### config.mk
export PLATFORM = sky130hd
export DESIGN_NAME = sfp_port
export DESIGN_NICKNAME = d
export VERILOG_FILES = /design/src/sfp_pkg.sv /design/src/sfp_fifo_if.sv /design/src/sfp_fifo.sv /design/src/sfp_port.sv
export SDC_FILE = /design/constraint.sdc
export NUM_CORES = 1
export LEC_CHECK = 0
export ABC_AREA = 0
export BUFFER_PORTS_ARGS = -buffer_cell sky130_fd_sc_hd__buf_2
export CAP_MARGIN = 20
export CORE_MARGIN = 5
export CORE_UTILIZATION = 40
export CTS_CLUSTER_DIAMETER = 80
export DETAILED_ROUTE_END_ITERATION = 8
export HOLD_SLACK_MARGIN = 0.06
export PLACE_DENSITY = 0.53
export SLEW_MARGIN = 40
export SYNTH_ARGS = -nofsm -noshare
export SYNTH_HDL_FRONTEND = slang
export SYNTH_SLANG_ARGS = --single-unit
### constraint.sdc
create_clock -name clk_i -period 5.4 [get_ports clk_i]
set_input_delay 0.54 -clock clk_i [delete_from_list [all_inputs] [get_ports clk_i]]
set_output_delay 0.54 -clock clk_i [all_outputs]
set_load 0.005 [all_outputs]
### src/sfp_pkg.sv
package sfp_pkg;
  localparam int DATA_W = 8;
  localparam int RX_FIFO_DEPTH = 32;
  localparam int HALF_W = 4;
  localparam int BIT_CNT_W = 3;
  localparam int EDGE_CNT_W = 4;
  localparam logic [BIT_CNT_W-1:0] LAST_BIT = 3'h7;
  localparam logic [EDGE_CNT_W-1:0] LAST_EDGE = 4'hF;
  localparam logic [1:0] RATE_DIV2 = 2'h0;
  localparam logic [1:0] RATE_DIV4 = 2'h1;
  localparam logic [1:0] RATE_DIV16 = 2'h2;
  localparam logic [1:0] RATE_DIV32 = 2'h3;
  localparam logic [HALF_W-1:0] HALF_DIV2 = 4'h0;
  localparam logic [HALF_W-1:0] HALF_DIV4 = 4'h1;
  localparam logic [HALF_W-1:0] HALF_DIV16 = 4'h7;
  localparam logic [HALF_W-1:0] HALF_DIV32 = 4'hF;
  localparam logic RST_CLOCK_POLARITY_BIT = 1'b0;
  localparam logic RST_CLOCK_PHASE_BIT = 1'b1;
  localparam logic [1:0] RST_RATE = 2'h0;
  localparam logic [DATA_W-1:0] RST_BYTE = 8'h00;
  typedef enum logic [0:0] {
    SFP_IDLE = 1'b0,
    SFP_SHIFT = 1'b1
  } sfp_state_t;
endpackage

### src/sfp_fifo_if.sv
`timescale 1ns/10ps
interface sfp_fifo_if #(parameter int WIDTH = 8);
  logic push_valid;
  logic push_ready;
  logic [WIDTH-1:0] push_data;
  logic pop_valid;
  logic pop_ready;
  logic [WIDTH-1:0] pop_data;
  modport fifo_side (
    input push_valid, push_data, pop_ready,
    output push_ready, pop_valid, pop_data
  );
  modport user (
    output push_valid, push_data, pop_ready,
    input push_ready, pop_valid, pop_data
  );
endinterface

### src/sfp_fifo.sv
`timescale 1ns/10ps
module sfp_fifo #(
  parameter int WIDTH = 8,
  parameter int DEPTH = 32
) (
  // Clock and reset
  input wire logic clk_i,
  input wire logic rst_b_i,
  // Both sides
  sfp_fifo_if.fifo_side q
);
  localparam int PTR_W = (DEPTH > 1) ? $clog2(DEPTH) : 1;
  localparam int CNT_W = $clog2(DEPTH + 1);
  localparam logic [PTR_W-1:0] PTR_LAST = PTR_W'(DEPTH - 1);
  localparam logic [CNT_W-1:0] CNT_FULL = CNT_W'(DEPTH);

  logic [WIDTH-1:0] mem [DEPTH];
  logic [PTR_W-1:0] wr_ptr;
  logic [PTR_W-1:0] rd_ptr;
  logic [CNT_W-1:0] count;
  logic do_push;
  logic do_pop;

  assign q.push_ready = (count != CNT_FULL);
  assign q.pop_valid = (count != '0);
  assign q.pop_data = mem[rd_ptr];
  assign do_push = q.push_valid & q.push_ready;
  assign do_pop = q.pop_valid & q.pop_ready;

  always_ff @(posedge clk_i) begin
    if (do_push) begin
      mem[wr_ptr] <= q.push_data;
    end
  end

  always_ff @(posedge clk_i) begin
    if (!rst_b_i) begin
      wr_ptr <= '0;
      rd_ptr <= '0;
      count <= '0;
    end else begin
      if (do_push) begin
        wr_ptr <= (wr_ptr == PTR_LAST) ? '0 : wr_ptr + 1'b1;
      end
      if (do_pop) begin
        rd_ptr <= (rd_ptr == PTR_LAST) ? '0 : rd_ptr + 1'b1;
      end
      if (do_push && !do_pop) begin
        count <= count + 1'b1;
      end else if (do_pop && !do_push) begin
        count <= count - 1'b1;
      end
    end
  end
endmodule

### src/sfp_port.sv
`timescale 1ns/10ps
module sfp_port #(
  parameter int FIFO_DEPTH = sfp_pkg::RX_FIFO_DEPTH
) (
  // Clock and reset
  input wire logic clk_i,
  input wire logic rst_b_i,
  // Control register write
  input wire logic ctrl_wr_i,
  input wire logic ctrl_irq_en_i,
  input wire logic ctrl_enable_i,
  input wire logic ctrl_master_i,
  input wire logic ctrl_clock_polarity_bit_i,
  input wire logic ctrl_clock_phase_bit_i,
  input wire logic [1:0] ctrl_rate_i,
  // Control register readback
  output logic irq_en_o,
  output logic enable_o,
  output logic master_o,
  output logic clock_polarity_bit_o,
  output logic clock_phase_bit_o,
  output logic [1:0] rate_o,
  // Status register
  input wire logic status_rd_i,
  output logic done_flag_o,
  output logic collision_flag_o,
  output logic mode_fault_flag_o,
  output logic irq_o,
  // Data register
  input wire logic data_wr_i,
  input wire logic [sfp_pkg::DATA_W-1:0] data_wdata_i,
  input wire logic data_rd_i,
  output logic [sfp_pkg::DATA_W-1:0] data_rdata_o,
  // Received byte stream
  output logic rx_valid_o,
  input wire logic rx_ready_i,
  output logic [sfp_pkg::DATA_W-1:0] rx_data_o,
  // Serial pins
  input wire logic sck_i,
  output logic sck_o,
  output logic sck_oe_o,
  input wire logic mosi_i,
  output logic mosi_o,
  output logic mosi_oe_o,
  input wire logic miso_i,
  output logic miso_o,
  output logic miso_oe_o,
  input wire logic ss_b_i
);
  localparam int W = sfp_pkg::DATA_W;

  function automatic logic [sfp_pkg::HALF_W-1:0] half_limit(input logic [1:0] code);
    case (code)
      sfp_pkg::RATE_DIV2: half_limit = sfp_pkg::HALF_DIV2;
      sfp_pkg::RATE_DIV4: half_limit = sfp_pkg::HALF_DIV4;
      sfp_pkg::RATE_DIV16: half_limit = sfp_pkg::HALF_DIV16;
      default: half_limit = sfp_pkg::HALF_DIV32;
    endcase
  endfunction

  sfp_fifo_if #(.WIDTH(W)) rxq ();

  logic irq_en;
  logic enable;
  logic master;
  logic clock_polarity_bit;
  logic clock_phase_bit;
  logic [1:0] rate;
  logic done_flag;
  logic col_flag;
  logic mode_fault_flag_flag;
  logic arm_done;
  logic arm_col;
  logic arm_mode_fault_flag;
  logic [W-1:0] sh;
  logic [W-1:0] rx_buf;
  logic dout;
  logic sample_bit;
  sfp_pkg::sfp_state_t state;
  logic [sfp_pkg::HALF_W-1:0] half_cnt;
  logic [sfp_pkg::EDGE_CNT_W-1:0] edge_cnt;
  logic sck_lvl;
  logic sck_q;
  logic ss_q;
  logic [sfp_pkg::BIT_CNT_W-1:0] s_bits;
  logic s_busy;

  logic mode_fault_ev;
  logic m_active;
  logic half_tick;
  logic m_lead;
  logic m_trail;
  logic m_last;
  logic s_sel;
  logic s_rise;
  logic s_fall;
  logic s_lead;
  logic s_trail;
  logic s_last;
  logic lead;
  logic trail;
  logic din;
  logic complete;
  logic overrun;
  logic wr_collide;
  logic load;
  logic start;
  logic data_acc;
  logic ss_fall;
  logic [W-1:0] rx_word;

  // Select low while master
  assign mode_fault_ev = master & ~ss_b_i;
  assign m_active = (state == sfp_pkg::SFP_SHIFT);
  assign half_tick = m_active && (half_cnt == half_limit(rate));
  assign m_lead = half_tick & ~edge_cnt[0];
  assign m_trail = half_tick & edge_cnt[0];
  assign m_last = m_trail && (edge_cnt == sfp_pkg::LAST_EDGE);

  assign s_sel = enable & ~master & ~ss_b_i;
  assign s_rise = sck_i & ~sck_q;
  assign s_fall = ~sck_i & sck_q;
  assign s_lead = s_sel & (clock_polarity_bit ? s_fall : s_rise);
  assign s_trail = s_sel & (clock_polarity_bit ? s_rise : s_fall);
  assign s_last = s_trail && (s_bits == sfp_pkg::LAST_BIT);
  assign ss_fall = ss_q & ~ss_b_i;

  assign lead = m_lead | s_lead;
  assign trail = m_trail | s_trail;
  assign din = master ? miso_i : mosi_i;
  assign complete = m_last | s_last;
  assign overrun = done_flag;
  // Phase 1 latches on the trailing edge, phase 0 on the leading one
  assign rx_word = {sh[W-2:0], (clock_phase_bit ? din : sample_bit)};

  // Master refuses a new byte while shifting or while the stream is full
  always_comb begin
    if (!data_wr_i) begin
      wr_collide = 1'b0;
    end else if (master) begin
      wr_collide = m_active | ~rxq.push_ready;
    end else if (clock_phase_bit) begin
      wr_collide = s_busy;
    end else begin
      wr_collide = ~ss_b_i;
    end
  end

  assign load = data_wr_i & ~wr_collide;
  assign start = load & master & enable & ~mode_fault_ev;
  assign data_acc = data_wr_i | data_rd_i;

  // Control register
  always_ff @(posedge clk_i) begin
    if (!rst_b_i) begin
      irq_en <= 1'b0;
      enable <= 1'b0;
      master <= 1'b0;
      clock_polarity_bit <= sfp_pkg::RST_CLOCK_POLARITY_BIT;
      clock_phase_bit <= sfp_pkg::RST_CLOCK_PHASE_BIT;
      rate <= sfp_pkg::RST_RATE;
    end else begin
      if (ctrl_wr_i) begin
        irq_en <= ctrl_irq_en_i;
        enable <= ctrl_enable_i;
        master <= ctrl_master_i;
        clock_polarity_bit <= ctrl_clock_polarity_bit_i;
        clock_phase_bit <= ctrl_clock_phase_bit_i;
        rate <= ctrl_rate_i;
      end
      if (mode_fault_ev) begin
        master <= 1'b0;
        enable <= 1'b0;
      end
    end
  end

  // Flags: a setting event wins over a clearing access
  always_ff @(posedge clk_i) begin
    if (!rst_b_i) begin
      done_flag <= 1'b0;
      col_flag <= 1'b0;
      mode_fault_flag_flag <= 1'b0;
    end else begin
      if (complete) begin
        done_flag <= 1'b1;
      end else if (arm_done && data_acc) begin
        done_flag <= 1'b0;
      end
      if (wr_collide) begin
        col_flag <= 1'b1;
      end else if (arm_col && data_acc) begin
        col_flag <= 1'b0;
      end
      if (mode_fault_ev) begin
        mode_fault_flag_flag <= 1'b1;
      end else if (arm_mode_fault_flag && ctrl_wr_i) begin
        mode_fault_flag_flag <= 1'b0;
      end
    end
  end

  // Status read with a flag set arms its clear
  always_ff @(posedge clk_i) begin
    if (!rst_b_i) begin
      arm_done <= 1'b0;
      arm_col <= 1'b0;
      arm_mode_fault_flag <= 1'b0;
    end else begin
      if (status_rd_i && done_flag) begin
        arm_done <= 1'b1;
      end else if (data_acc || !done_flag) begin
        arm_done <= 1'b0;
      end
      if (status_rd_i && col_flag) begin
        arm_col <= 1'b1;
      end else if (data_acc || !col_flag) begin
        arm_col <= 1'b0;
      end
      if (status_rd_i && mode_fault_flag_flag) begin
        arm_mode_fault_flag <= 1'b1;
      end else if (ctrl_wr_i || !mode_fault_flag_flag) begin
        arm_mode_fault_flag <= 1'b0;
      end
    end
  end

  // Master clock generator
  always_ff @(posedge clk_i) begin
    if (!rst_b_i) begin
      state <= sfp_pkg::SFP_IDLE;
      half_cnt <= '0;
      edge_cnt <= '0;
      sck_lvl <= 1'b0;
    end else begin
      case (state)
        sfp_pkg::SFP_IDLE: begin
          half_cnt <= '0;
          edge_cnt <= '0;
          sck_lvl <= 1'b0;
          if (start) begin
            state <= sfp_pkg::SFP_SHIFT;
          end
        end
        sfp_pkg::SFP_SHIFT: begin
          if (mode_fault_ev) begin
            state <= sfp_pkg::SFP_IDLE;
            sck_lvl <= 1'b0;
          end else if (half_tick) begin
            half_cnt <= '0;
            sck_lvl <= ~sck_lvl;
            edge_cnt <= edge_cnt + 1'b1;
            if (m_last) begin
              state <= sfp_pkg::SFP_IDLE;
            end
          end else begin
            half_cnt <= half_cnt + 1'b1;
          end
        end
        default: begin
          state <= sfp_pkg::SFP_IDLE;
        end
      endcase
    end
  end

  // Slave edge tracking
  always_ff @(posedge clk_i) begin
    if (!rst_b_i) begin
      sck_q <= 1'b0;
      ss_q <= 1'b1;
      s_bits <= '0;
      s_busy <= 1'b0;
    end else begin
      sck_q <= sck_i;
      ss_q <= ss_b_i;
      if (!s_sel) begin
        s_bits <= '0;
        s_busy <= 1'b0;
      end else begin
        if (s_trail) begin
          s_bits <= s_bits + 1'b1;
        end
        if (s_last) begin
          s_busy <= 1'b0;
        end else if (s_lead) begin
          s_busy <= 1'b1;
        end
      end
    end
  end

  // Shift register, most significant bit first
  always_ff @(posedge clk_i) begin
    if (!rst_b_i) begin
      sh <= sfp_pkg::RST_BYTE;
      dout <= 1'b0;
      sample_bit <= 1'b0;
    end else if (load) begin
      sh <= data_wdata_i;
      dout <= data_wdata_i[W-1];
    end else if (lead) begin
      sample_bit <= din;
      if (clock_phase_bit) begin
        dout <= sh[W-1];
      end
    end else if (trail) begin
      sh <= rx_word;
      if (!clock_phase_bit) begin
        dout <= sh[W-2];
      end
    end else if (ss_fall && !clock_phase_bit && !master) begin
      dout <= sh[W-1];
    end
  end

  // Receive buffer; an overrun keeps the old byte
  always_ff @(posedge clk_i) begin
    if (!rst_b_i) begin
      rx_buf <= sfp_pkg::RST_BYTE;
    end else if (complete && !overrun) begin
      rx_buf <= rx_word;
    end
  end

  assign rxq.push_valid = complete & ~overrun;
  assign rxq.push_data = rx_word;
  assign rxq.pop_ready = rx_ready_i;

  sfp_fifo #(
    .WIDTH(W),
    .DEPTH(FIFO_DEPTH)
  ) u_rx_fifo (
    .clk_i(clk_i),
    .rst_b_i(rst_b_i),
    .q(rxq.fifo_side)
  );

  assign rx_valid_o = rxq.pop_valid;
  assign rx_data_o = rxq.pop_data;
  assign irq_en_o = irq_en;
  assign enable_o = enable;
  assign master_o = master;
  assign clock_polarity_bit_o = clock_polarity_bit;
  assign clock_phase_bit_o = clock_phase_bit;
  assign rate_o = rate;
  assign done_flag_o = done_flag;
  assign collision_flag_o = col_flag;
  assign mode_fault_flag_o = mode_fault_flag_flag;
  assign data_rdata_o = rx_buf;
  assign irq_o = irq_en & (done_flag | mode_fault_flag_flag);
  assign sck_o = clock_polarity_bit ^ sck_lvl;
  assign sck_oe_o = enable & master;
  assign mosi_o = dout;
  assign mosi_oe_o = enable & master;
  assign miso_o = dout;
  assign miso_oe_o = s_sel;
endmodule

==> metrics, run 1 <==
status=finished clean; Fin Clk Skew=0.00835 ns; Via Count=6987; Synth cell types=between 60 and 70; die area=around 0.037 mm²; Critical Path Sink Type=flip-flop; HPWL Detailed=around 19000 µm; Worst Hold Class=input port to flip-flop; Die Y=about 190 µm; Yosys Warn Count=0; clk_lat worst skew=about 0.5 ns; DR vias/cell=between 5 and 6; initial antenna violation count=0; startpoint types=flip-flop; Routed Antenna Nets=0; Layout fillers=2802; count of flip-flops with a built-in enable after synthesis=around 260; Seq cells post-synth=around 320; max-cap violations=0; hold path start=ctrl_clock_phase_bit_i; r2r startpoint=clock_polarity_bit_o; Multi-input gate area=0.00388 mm²; leakage power=roughly 5.0 nW; CP max stage delay=around 0.63 ns; DRC Markers=0; Synth async-reset ratio=0; Post-Layout Cell Count=roughly 1300; fin nets=886; peak supply drop=between 300 and 400 µV; GRT overflow=0; diode count=0; R2R depth=13; worst slew pin tran=approximately 0.87 ns; fin crit share=0.729; final WL=slightly below 30000 µm; crit path DAT=approximately 4.4 ns; Seq/Total Area, Yosys=0.689; row cnt=66; Final min period=3.93 ns; CP max stage cell=mux2i_1; hold-fix buffers at CTS=0; Initial Utilization=0.405; placer congestion estimate=between 0.8 and 0.9; H-tree levels=2; number of global-route vias before repair=roughly 7400; critical-path maximum fanout=11; register area=approximately 0.0091 mm²; Synth Cell Area=between 0.01 and 0.015 mm²; Hold EP=clock_phase_bit_o; clock-pin transition on the worst setup and hold timing paths=0.06 ns; GR Util All Layers=0.163; Final TNS setup=0 ns; setup bufs post-CTS=0; power per standard cell area=about 420 mW/mm²; Worst Path Required=5.83 ns; Synth Flop Type=edfxtp_1; fmax=roughly 250 MHz; final setup vio count=0; final hold vios=0; largest net degree at the start of global routing=42; first-pass GRT wire length=~45000 µm; area delta synth->final=14.9%; WHS Path Cells=3; layout cells sized above 1=0.264; dpl cell area=0.0139 mm²; pins over their slew limit=0; placed insts=between 1000 and 1500; CTS root buffer=clkbuf_16; RSZ-0062 raised after global routing=false; Setup CP Type=flip-flop to flip-flop; CTS tree=built; Worst R2R End=u_rx_fifo.count[5]; Pre-antenna DRT Iters=5; initial DRC count=~430; Critical Path, Cell by Cell=mux2i_1 > nand3_1 > a211oi_1 > buf_4 > ha_1 > inv_1 > ha_1 > a21oi_1 > a21boi_0 > o21a_1 > or3_1 > a21oi_1 > mux2i_1; Max Buffers Root-to-Sink=3; Sink Count=~320; Design Area, Final=roughly 0.015 mm²; Syn Nets=816; chip width=roughly 190 µm; Slew HR=0.421; post-cts sizing count=0; core region area=0.0325 mm²; flop-to-flop setup slack=1.47 ns; I/O Buffers=just under 60; crit path from=clock_polarity_bit_o; CTS buffer count=35; Mapped Avg Cell Area=17.0 µm²; number of I/O pins=60; Post-Syn Instances=around 770; Avg WL per Cell=22.2 µm
-- cell usage after synthesis, types with 4 or more instances --
library cell    n  area [µm²]
nand2_1        26        97.6
a21boi_0        4        30.0
or3_1           5        31.3
o21a_1          7        52.6
xor2_1          4        35.0
nor3_1          9        45.0
buf_2          11        55.1
a21oi_1        21         105
a211oi_1       10        75.1
nor2_1         91         342
mux2i_1        33         330
mux4_2         80        1800
xnor2_1         5        43.8
and2_1          5        31.3
o21ai_0         8        40.0
nand3_1         9        45.0
edfxtp_1      256        7690
inv_1          12        45.0
dfxtp_1        68        1360
mux2_2          8        90.1
ha_1           17         213
clkbuf_1       21        78.8
buf_1           4        15.0
nand2b_1        8        50.1
-- per-layer routing --
layer  track usage  vias to the layer above  part of all wire
li1              -                     3168                 -
met1         0.229                     3577              0.45
met2         0.263                      191              0.48
met3        0.0307                       51             0.055
met4        0.0434                        0             0.021
met5             0                        -                 0
-- power breakdown --
group / internal [mW] / leakage [nW] / total [mW] / switching [mW]
Clock: 1.45 / 0.559 / 2.38 / 0.930
Sequential: 2.76 / 2.90 / 2.90 / 0.134
Combinational: 0.538 / 1.51 / 1.04 / 0.504
-- critical path: cells and delay by family (launching register included) --
family,cells,cell delay [ns]
flops,1,0.45
simple gates,2,0.62
buf+inv,2,0.35
mux,2,0.82
fa+ha+maj,2,0.57
compound gates,5,1.03
-- cell usage in the layout, fill, tap and decap left out, drive strengths merged, types with 13 or more instances in the layout --
| master | synthesis | final |
|---|---|---|
| clkbuf | 21 | 45 |
| clkinv | 1 | 13 |
| dfxtp | 68 | 68 |
| buf | 18 | 72 |
| mux2i | 33 | 33 |
| a21oi | 22 | 22 |
| nand2 | 26 | 26 |
| mux4 | 80 | 80 |
| ha | 17 | 17 |
| nor2 | 91 | 91 |
| edfxtp | 256 | 256 |
-- sequential cells by signal, summed over array words and instances, names as in the netlist, 2 cells and up, named ones only --
name,flops
data_rdata_o,8
edge_cnt,4
half_cnt,4
rate_o,2
s_bits,3
sh,8
u_rx_fifo.count,6
u_rx_fifo.mem,256
u_rx_fifo.rd_ptr,5
u_rx_fifo.wr_ptr,5
-- cell type report --
type                            instances  share of cell area
Clock buffer                           45              0.0640
Inverter                               13             0.00332
Clock inverter                         18              0.0126
Sequential cell                       324               0.600
Tap cell                              442              0.0367
Timing Repair Buffer                   72              0.0260
Multi-Input combinational cell        396               0.257
-- cell families (layout without fill, tap and decap cells) --
logic type | after synthesis | count (layout) | share of synthesized area
flops | 324 | 324 | 0.689
simple gates | 177 | 177 | 0.0631
mux | 121 | 121 | 0.169
compound gates | 71 | 71 | 0.0381
buf+inv | 52 | 148 | 0.0168
fa+ha+maj | 18 | 18 | 0.0177
xor+xnor | 9 | 9 | 0.00600
-- worst max-delay path by stage --
stage	to	slack, ns	cells after the start
6_report	u_rx_fifo.count[5]	1.47	13
5_1_grt	u_rx_fifo.count[5]	1.03	13
4_1_cts	rx_data_o[3]	1.39	5
3_5_place_dp	u_rx_fifo.count[5]	1.26	15
3_3_place_gp	u_rx_fifo.count[5]	1.39	15
2_1_floorplan	u_rx_fifo.count[5]	1.84	14
-- through the flow --
| step | util | worst slack [ns] | total power, mW | hold slack, ns |
|---|---|---|---|---|
| 2_1_floorplan | - | 1.84 | 3.66 | 0.444 |
| 3_3_place_gp | 0.429 | 1.39 | 3.99 | 0.440 |
| 3_5_place_dp | 0.429 | 1.26 | 4.01 | 0.451 |
| 4_1_cts | 0.464 | 1.39 | 6.41 | 0.225 |
| 5_1_grt | 0.465 | 1.03 | 6.60 | 0.252 |
| 6_report | 0.465 | 1.47 | 6.33 | 0.250 |
(Power assumes the default switching activity.)
==> inputs of run 2 (changes only) <==
Settings changed: PLACE_DENSITY 0.53 to 0.55.
Clock period 5.4 ns to 3.2 ns, I/O delays scaled along.
==> run 2 against run 1 <==
  * Power grew 71%
  * Combinational power rose by 100%
  * Final cell count grew 5.3%
  * Wire length rose by 4.8%
  * Clock skew down 0.00065 ns
  * Largest cell class unchanged
==> metrics, run 2 (synthesized netlist as in run 1, its figures left out) <==
status=finished clean; worst hold slack=between 0.1 and 0.15 ns; final WL=roughly 30000 µm; final worst setup slack=roughly 0.09 ns; Avg WL per Cell=around 22 µm; Worst Path Required=about 2.9 ns; clk_lat worst skew=about 0.50 ns; Slew HR=0.569; Pre-antenna DRT Iters=5; clock-pin transition on the worst setup and hold timing paths=about 0.06 ns; Via Count=7379; max-cap violations=0; Setup CP Type=flip-flop to output pin; first-pass GRT wire length=about 46000 µm; GRT overflow=0; startpoint types=flip-flop; fin util=0.486; Sink Count=~320; placed insts=about 1300; max reg flops=256; Hold EP=sh[7]; CTS buffer count=36; number of global-route vias before repair=7801; Worst Hold Class=input port to flip-flop; chip width=between 150 and 200 µm; R2R depth=13; CTS root buffer=clkbuf_16; crit path DAT=2.79 ns; hold path start=data_wdata_i[7]; most frequent cells in the layout=edfxtp_1, nor2_1, mux4_2; flop-to-flop setup slack=approximately 0.10 ns; row cnt=66; fmax=around 320 MHz; leakage power=around 5.3 nW; H-tree levels=2; RSZ-0062 raised after global routing=true; CTS tree=built; diode count=0; DRC Markers=0; critical-path maximum fanout=32; placer congestion estimate=about 0.84; GR Util All Layers=0.167; I/O Buffers=59; Post-Layout Cell Count=1379; layout cells sized above 1=0.318; Critical Path Sink Type=output pin; pre-CTS setup slack=-0.0784 ns; final setup vio count=0; HPWL Detailed=19200 µm; Die Y=~190 µm; largest net degree at the start of global routing=36; core region area=between 0.03 and 0.04 mm²; most common cell after layout, fill and taps aside=edfxtp_1; Initial Utilization=0.405; pins over their slew limit=0; Biggest register=u_rx_fifo.mem; worst slew pin tran=0.647 ns; Routed Antenna Nets=0; Max Buffers Root-to-Sink=3; die area=approximately 0.037 mm²; power per standard cell area=687 mW/mm²; Design Area, Final=0.0158 mm²; WHS Path Cells=3; area delta synth->final=20.2%; peak supply drop=465 µV; final hold vios=0; fin crit share=0.972; DR vias/cell=between 5 and 6; Fin Clk Skew=roughly 0.0077 ns; fin nets=around 950; total power draw=about 11 mW; initial antenna violation count=0; Worst R2R End=u_rx_fifo.count[5]; number of I/O pins=60; r2r startpoint=rate_o[1]; dpl cell area=0.0144 mm²; Final TNS setup=0 ns; Final min period=between 3 and 4 ns; initial DRC count=around 550
-- run 2: cell count changes in the layout (fill, tap and decap cells not counted), sizes merged --
cell	previous run	this run
inv	12	14
dlygate4sd3	0	10
bufinv	4	2
buf	72	127
bufbuf	0	1
clkbuf	45	47
clkinv	13	14
-- run 2: repair_timing --
action	4_1_cts	5_1_grt
gates cloned	1	0
pin swaps	3	4
buffers inserted	2	1
gates resized for setup	5	11
endpoints found under the hold margin	11	0
hold buffers	10	0
endpoints found under the setup margin	9	1
-- run 2: power breakdown --
part	switching, mW	internal, mW
clock	1.59	2.34
combinational	1.02	1.10
sequential	0.134	4.66
total	2.74	8.10
-- run 2: how the worst max path moves through the flow --
| stage | startpoint | endpoint | slack [ns] | cells past startpoint |
|---|---|---|---|---|
| final | flip-flop | rx_data_o[7] | 0.09 | 5 |
| after global routing | rate_o[1] | u_rx_fifo.count[5] | -0.05 | 13 |
| after CTS | rate_o[1] | u_rx_fifo.count[5] | -0.05 | 12 |
| after detailed placement | rate_o[1] | u_rx_fifo.count[5] | -0.08 | 13 |
| after global placement | rate_o[1] | u_rx_fifo.count[5] | -0.01 | 13 |
| after floorplan | master_o | u_rx_fifo.count[5] | 0.0008 | 16 |
-- run 2: critical path, stage by stage, from the launching register on --
cell	delay [ns]
dfxtp_2	0.63
buf_12	0.29
mux4_2	0.38
mux4_2	0.52
mux2_2	0.32
buf_2	0.14
-- run 2: layout make-up --
cell class,count,area [µm²]
Tap cell,442,553
Inverter,13,53.8
Multi-Input combinational cell,396,3990
Fill cell,2690,16700
Sequential cell,324,9060
Clock buffer,47,983
Clock inverter,19,150
Timing Repair Buffer,138,996
-- run 2: metal layers --
metal,GRT usage,up-vias,part of all wire
met3,0.0283,37,0.056
met2,0.277,216,0.49
met4,0.0334,0,0.014
li1,-,3306,-
met1,0.235,3820,0.44
met5,0,-,0
==> inputs of run 3 (changes only) <==
Settings changed: MAX_ROUTING_LAYER set to met4, SETUP_SLACK_MARGIN set to 0.4.
==> run 3 against run 2 <==
  * Critical path depth is 8 higher
  * Power is 4.4% higher
  * Hold slack worse by 0.025 ns
  * Sequential power hardly changed
  * Via count is 0.53% lower
  * Sequential share of layout area is 1.4 points lower
  * Wire length is 0.34% lower
  * Largest power group unchanged
  * Design area is 2.5% higher
  * Final cell count is 0.80% higher
==> metrics, run 3 (synthesized netlist as in run 1, its figures left out) <==
I/O Buffers=between 50 and 60; core region area=approximately 0.032 mm²; Slew HR=0.514; power per standard cell area=~700 mW/mm²; Layout fillers=between 2000 and 3000; layout cells sized above 1=0.338; DRC Markers=0; CP max stage delay=0.38 ns; Fin Clk Skew=approximately 0.013 ns; clk_lat worst skew=roughly 0.50 ns; GRT overflow=0; Die Y=between 150 and 200 µm; Gate power share=0.234; R2R depth=13; Routed Antenna Nets=0; WHS Path Cells=3; pre-CTS setup slack=-0.0152 ns; fin nets=approximately 970; row cnt=66; Sequential Power Share=0.422; worst slew pin tran=0.728 ns; first-pass GRT wire length=between 40000 and 50000 µm; Sink Count=about 320; diode count=0; chip width=between 150 and 200 µm; most frequent cells in the layout=edfxtp_1, nor2_1, mux4_2; clock-pin transition on the worst setup and hold timing paths=roughly 0.06 ns; sw power=about 2.8 mW; crit path DAT=between 3 and 4 ns; final hold vios=0; CP max stage cell=or3_4; Biggest register=u_rx_fifo.mem; max reg flops=between 200 and 300; power share of the clock group=0.343; final worst setup slack=~0.11 ns; critical-path maximum fanout=5; H-tree levels=2; Final min period=a little over 3 ns; initial antenna violation count=0; number of I/O pins=60; placed insts=approximately 1300; die area=around 0.037 mm²; Worst Path Required=roughly 3.6 ns; total power draw=between 10 and 15 mW; area delta synth->final=23.2%; final setup vio count=0; Post-Layout Cell Count=roughly 1400; Max Buffers Root-to-Sink=3; Critical Path, Cell by Cell=or3_4 > o21bai_4 > a211o_1 > a211oi_4 > ha_4 > inv_8 > ha_4 > a21oi_4 > a21boi_2 > o21a_1 > or3_1 > a21oi_2 > mux2i_1; most used cell, CP=ha_4; CTS root buffer=clkbuf_16; Avg WL per Cell=between 20 and 25 µm; Design Area, Final=0.0162 mm²; Critical Path Sink Type=flip-flop; CTS tree=built; dpl cell area=approximately 0.014 mm²; placer congestion estimate=slightly above 0.8; pins over their slew limit=0; largest net degree at the start of global routing=65; Sw Ratio=0.248; max-cap violations=0; fmax=approximately 320 MHz; CTS buffer count=35; worst hold slack=between 0.07 and 0.08 ns; fin util=0.499; Initial Utilization=0.405; startpoint types=flip-flop; RSZ-0062 raised after global routing=true; DR vias/cell=approximately 5.3; Setup CP Type=flip-flop to flip-flop; HPWL Detailed=slightly below 20000 µm; fin crit share=0.965; final WL=between 30000 and 40000 µm; peak supply drop=336 µV; status=finished clean; leakage power=between 5 and 6 nW; most common cell after layout, fill and taps aside=edfxtp_1; Pre-antenna DRT Iters=6; Internal=about 8.5 mW; Final TNS setup=0 ns; Via Count=between 7000 and 8000; Worst Hold Class=input port to flip-flop; GR Util All Layers=0.174; number of global-route vias before repair=7801; initial DRC count=484
-- run 3: cell count changes in the layout (fill, tap and decap cells not counted), sizes merged --
cell / delta
buf: +19
dlygate4sd3: -3
clkinv: -2
inv: -2
bufbuf: -1
bufinv: +1
clkinvlp: -1
-- run 3: layout make-up --
type                    instances  area, µm²  share of cell area
well taps                     442        553              0.0342
repair buffers                153       1350              0.0832
clock buffers                  47        963              0.0595
multi-input cells             396       4070               0.251
inverters                      13       56.3             0.00348
flip-flops and latches        324       9060               0.560
clock inverters                15        143             0.00881
-- run 3: worst max-delay path, delay by kind of cell, from the launching register on --
family | cells | cell delay, ns
fa+ha+maj | 2 | 0.43
compound gates | 7 | 1.32
buf+inv | 1 | 0.06
mux | 1 | 0.18
flops | 1 | 0.32
simple gates | 2 | 0.70
-- run 3: path summary, 6_finish.rpt --
path                    startpoint                 end  slack [ns]
setup / recovery       half_cnt[2]  u_rx_fifo.count[5]        0.11
hold / removal       ctrl_enable_i            enable_o        0.08
hold reg to reg   collision_flag_o             arm_col        0.47
setup reg to reg       half_cnt[2]  u_rx_fifo.count[5]        0.11
-- run 3: power by group through the flow --
stage / clock network, mW / logic (mW) / registers [mW]
2_1_floorplan: 0 / 1.38 / 4.85
3_3_place_gp: 0 / 1.92 / 4.91
3_5_place_dp: 0 / 1.97 / 4.91
4_1_cts: 3.99 / 2.62 / 4.77
5_1_grt: 4.18 / 2.83 / 4.78
6_report: 3.88 / 2.65 / 4.78
-- run 3: per-layer routing --
metal	vias to the layer above	wire length [µm]	global-route usage
li1	3343	-	-
met1	3770	13700	0.240
met2	190	14800	0.280
met3	37	1480	0.0281
met4	0	418	0.0315
met5	-	0	-
-- run 3: timing repair --
item,CTS,global route
hold endpoints to repair,9,0
hold buffers,7,0
cloned,6,0
resized for setup,37,23
buffers inserted,15,4
setup endpoints to repair,27,209
pin swaps,4,7
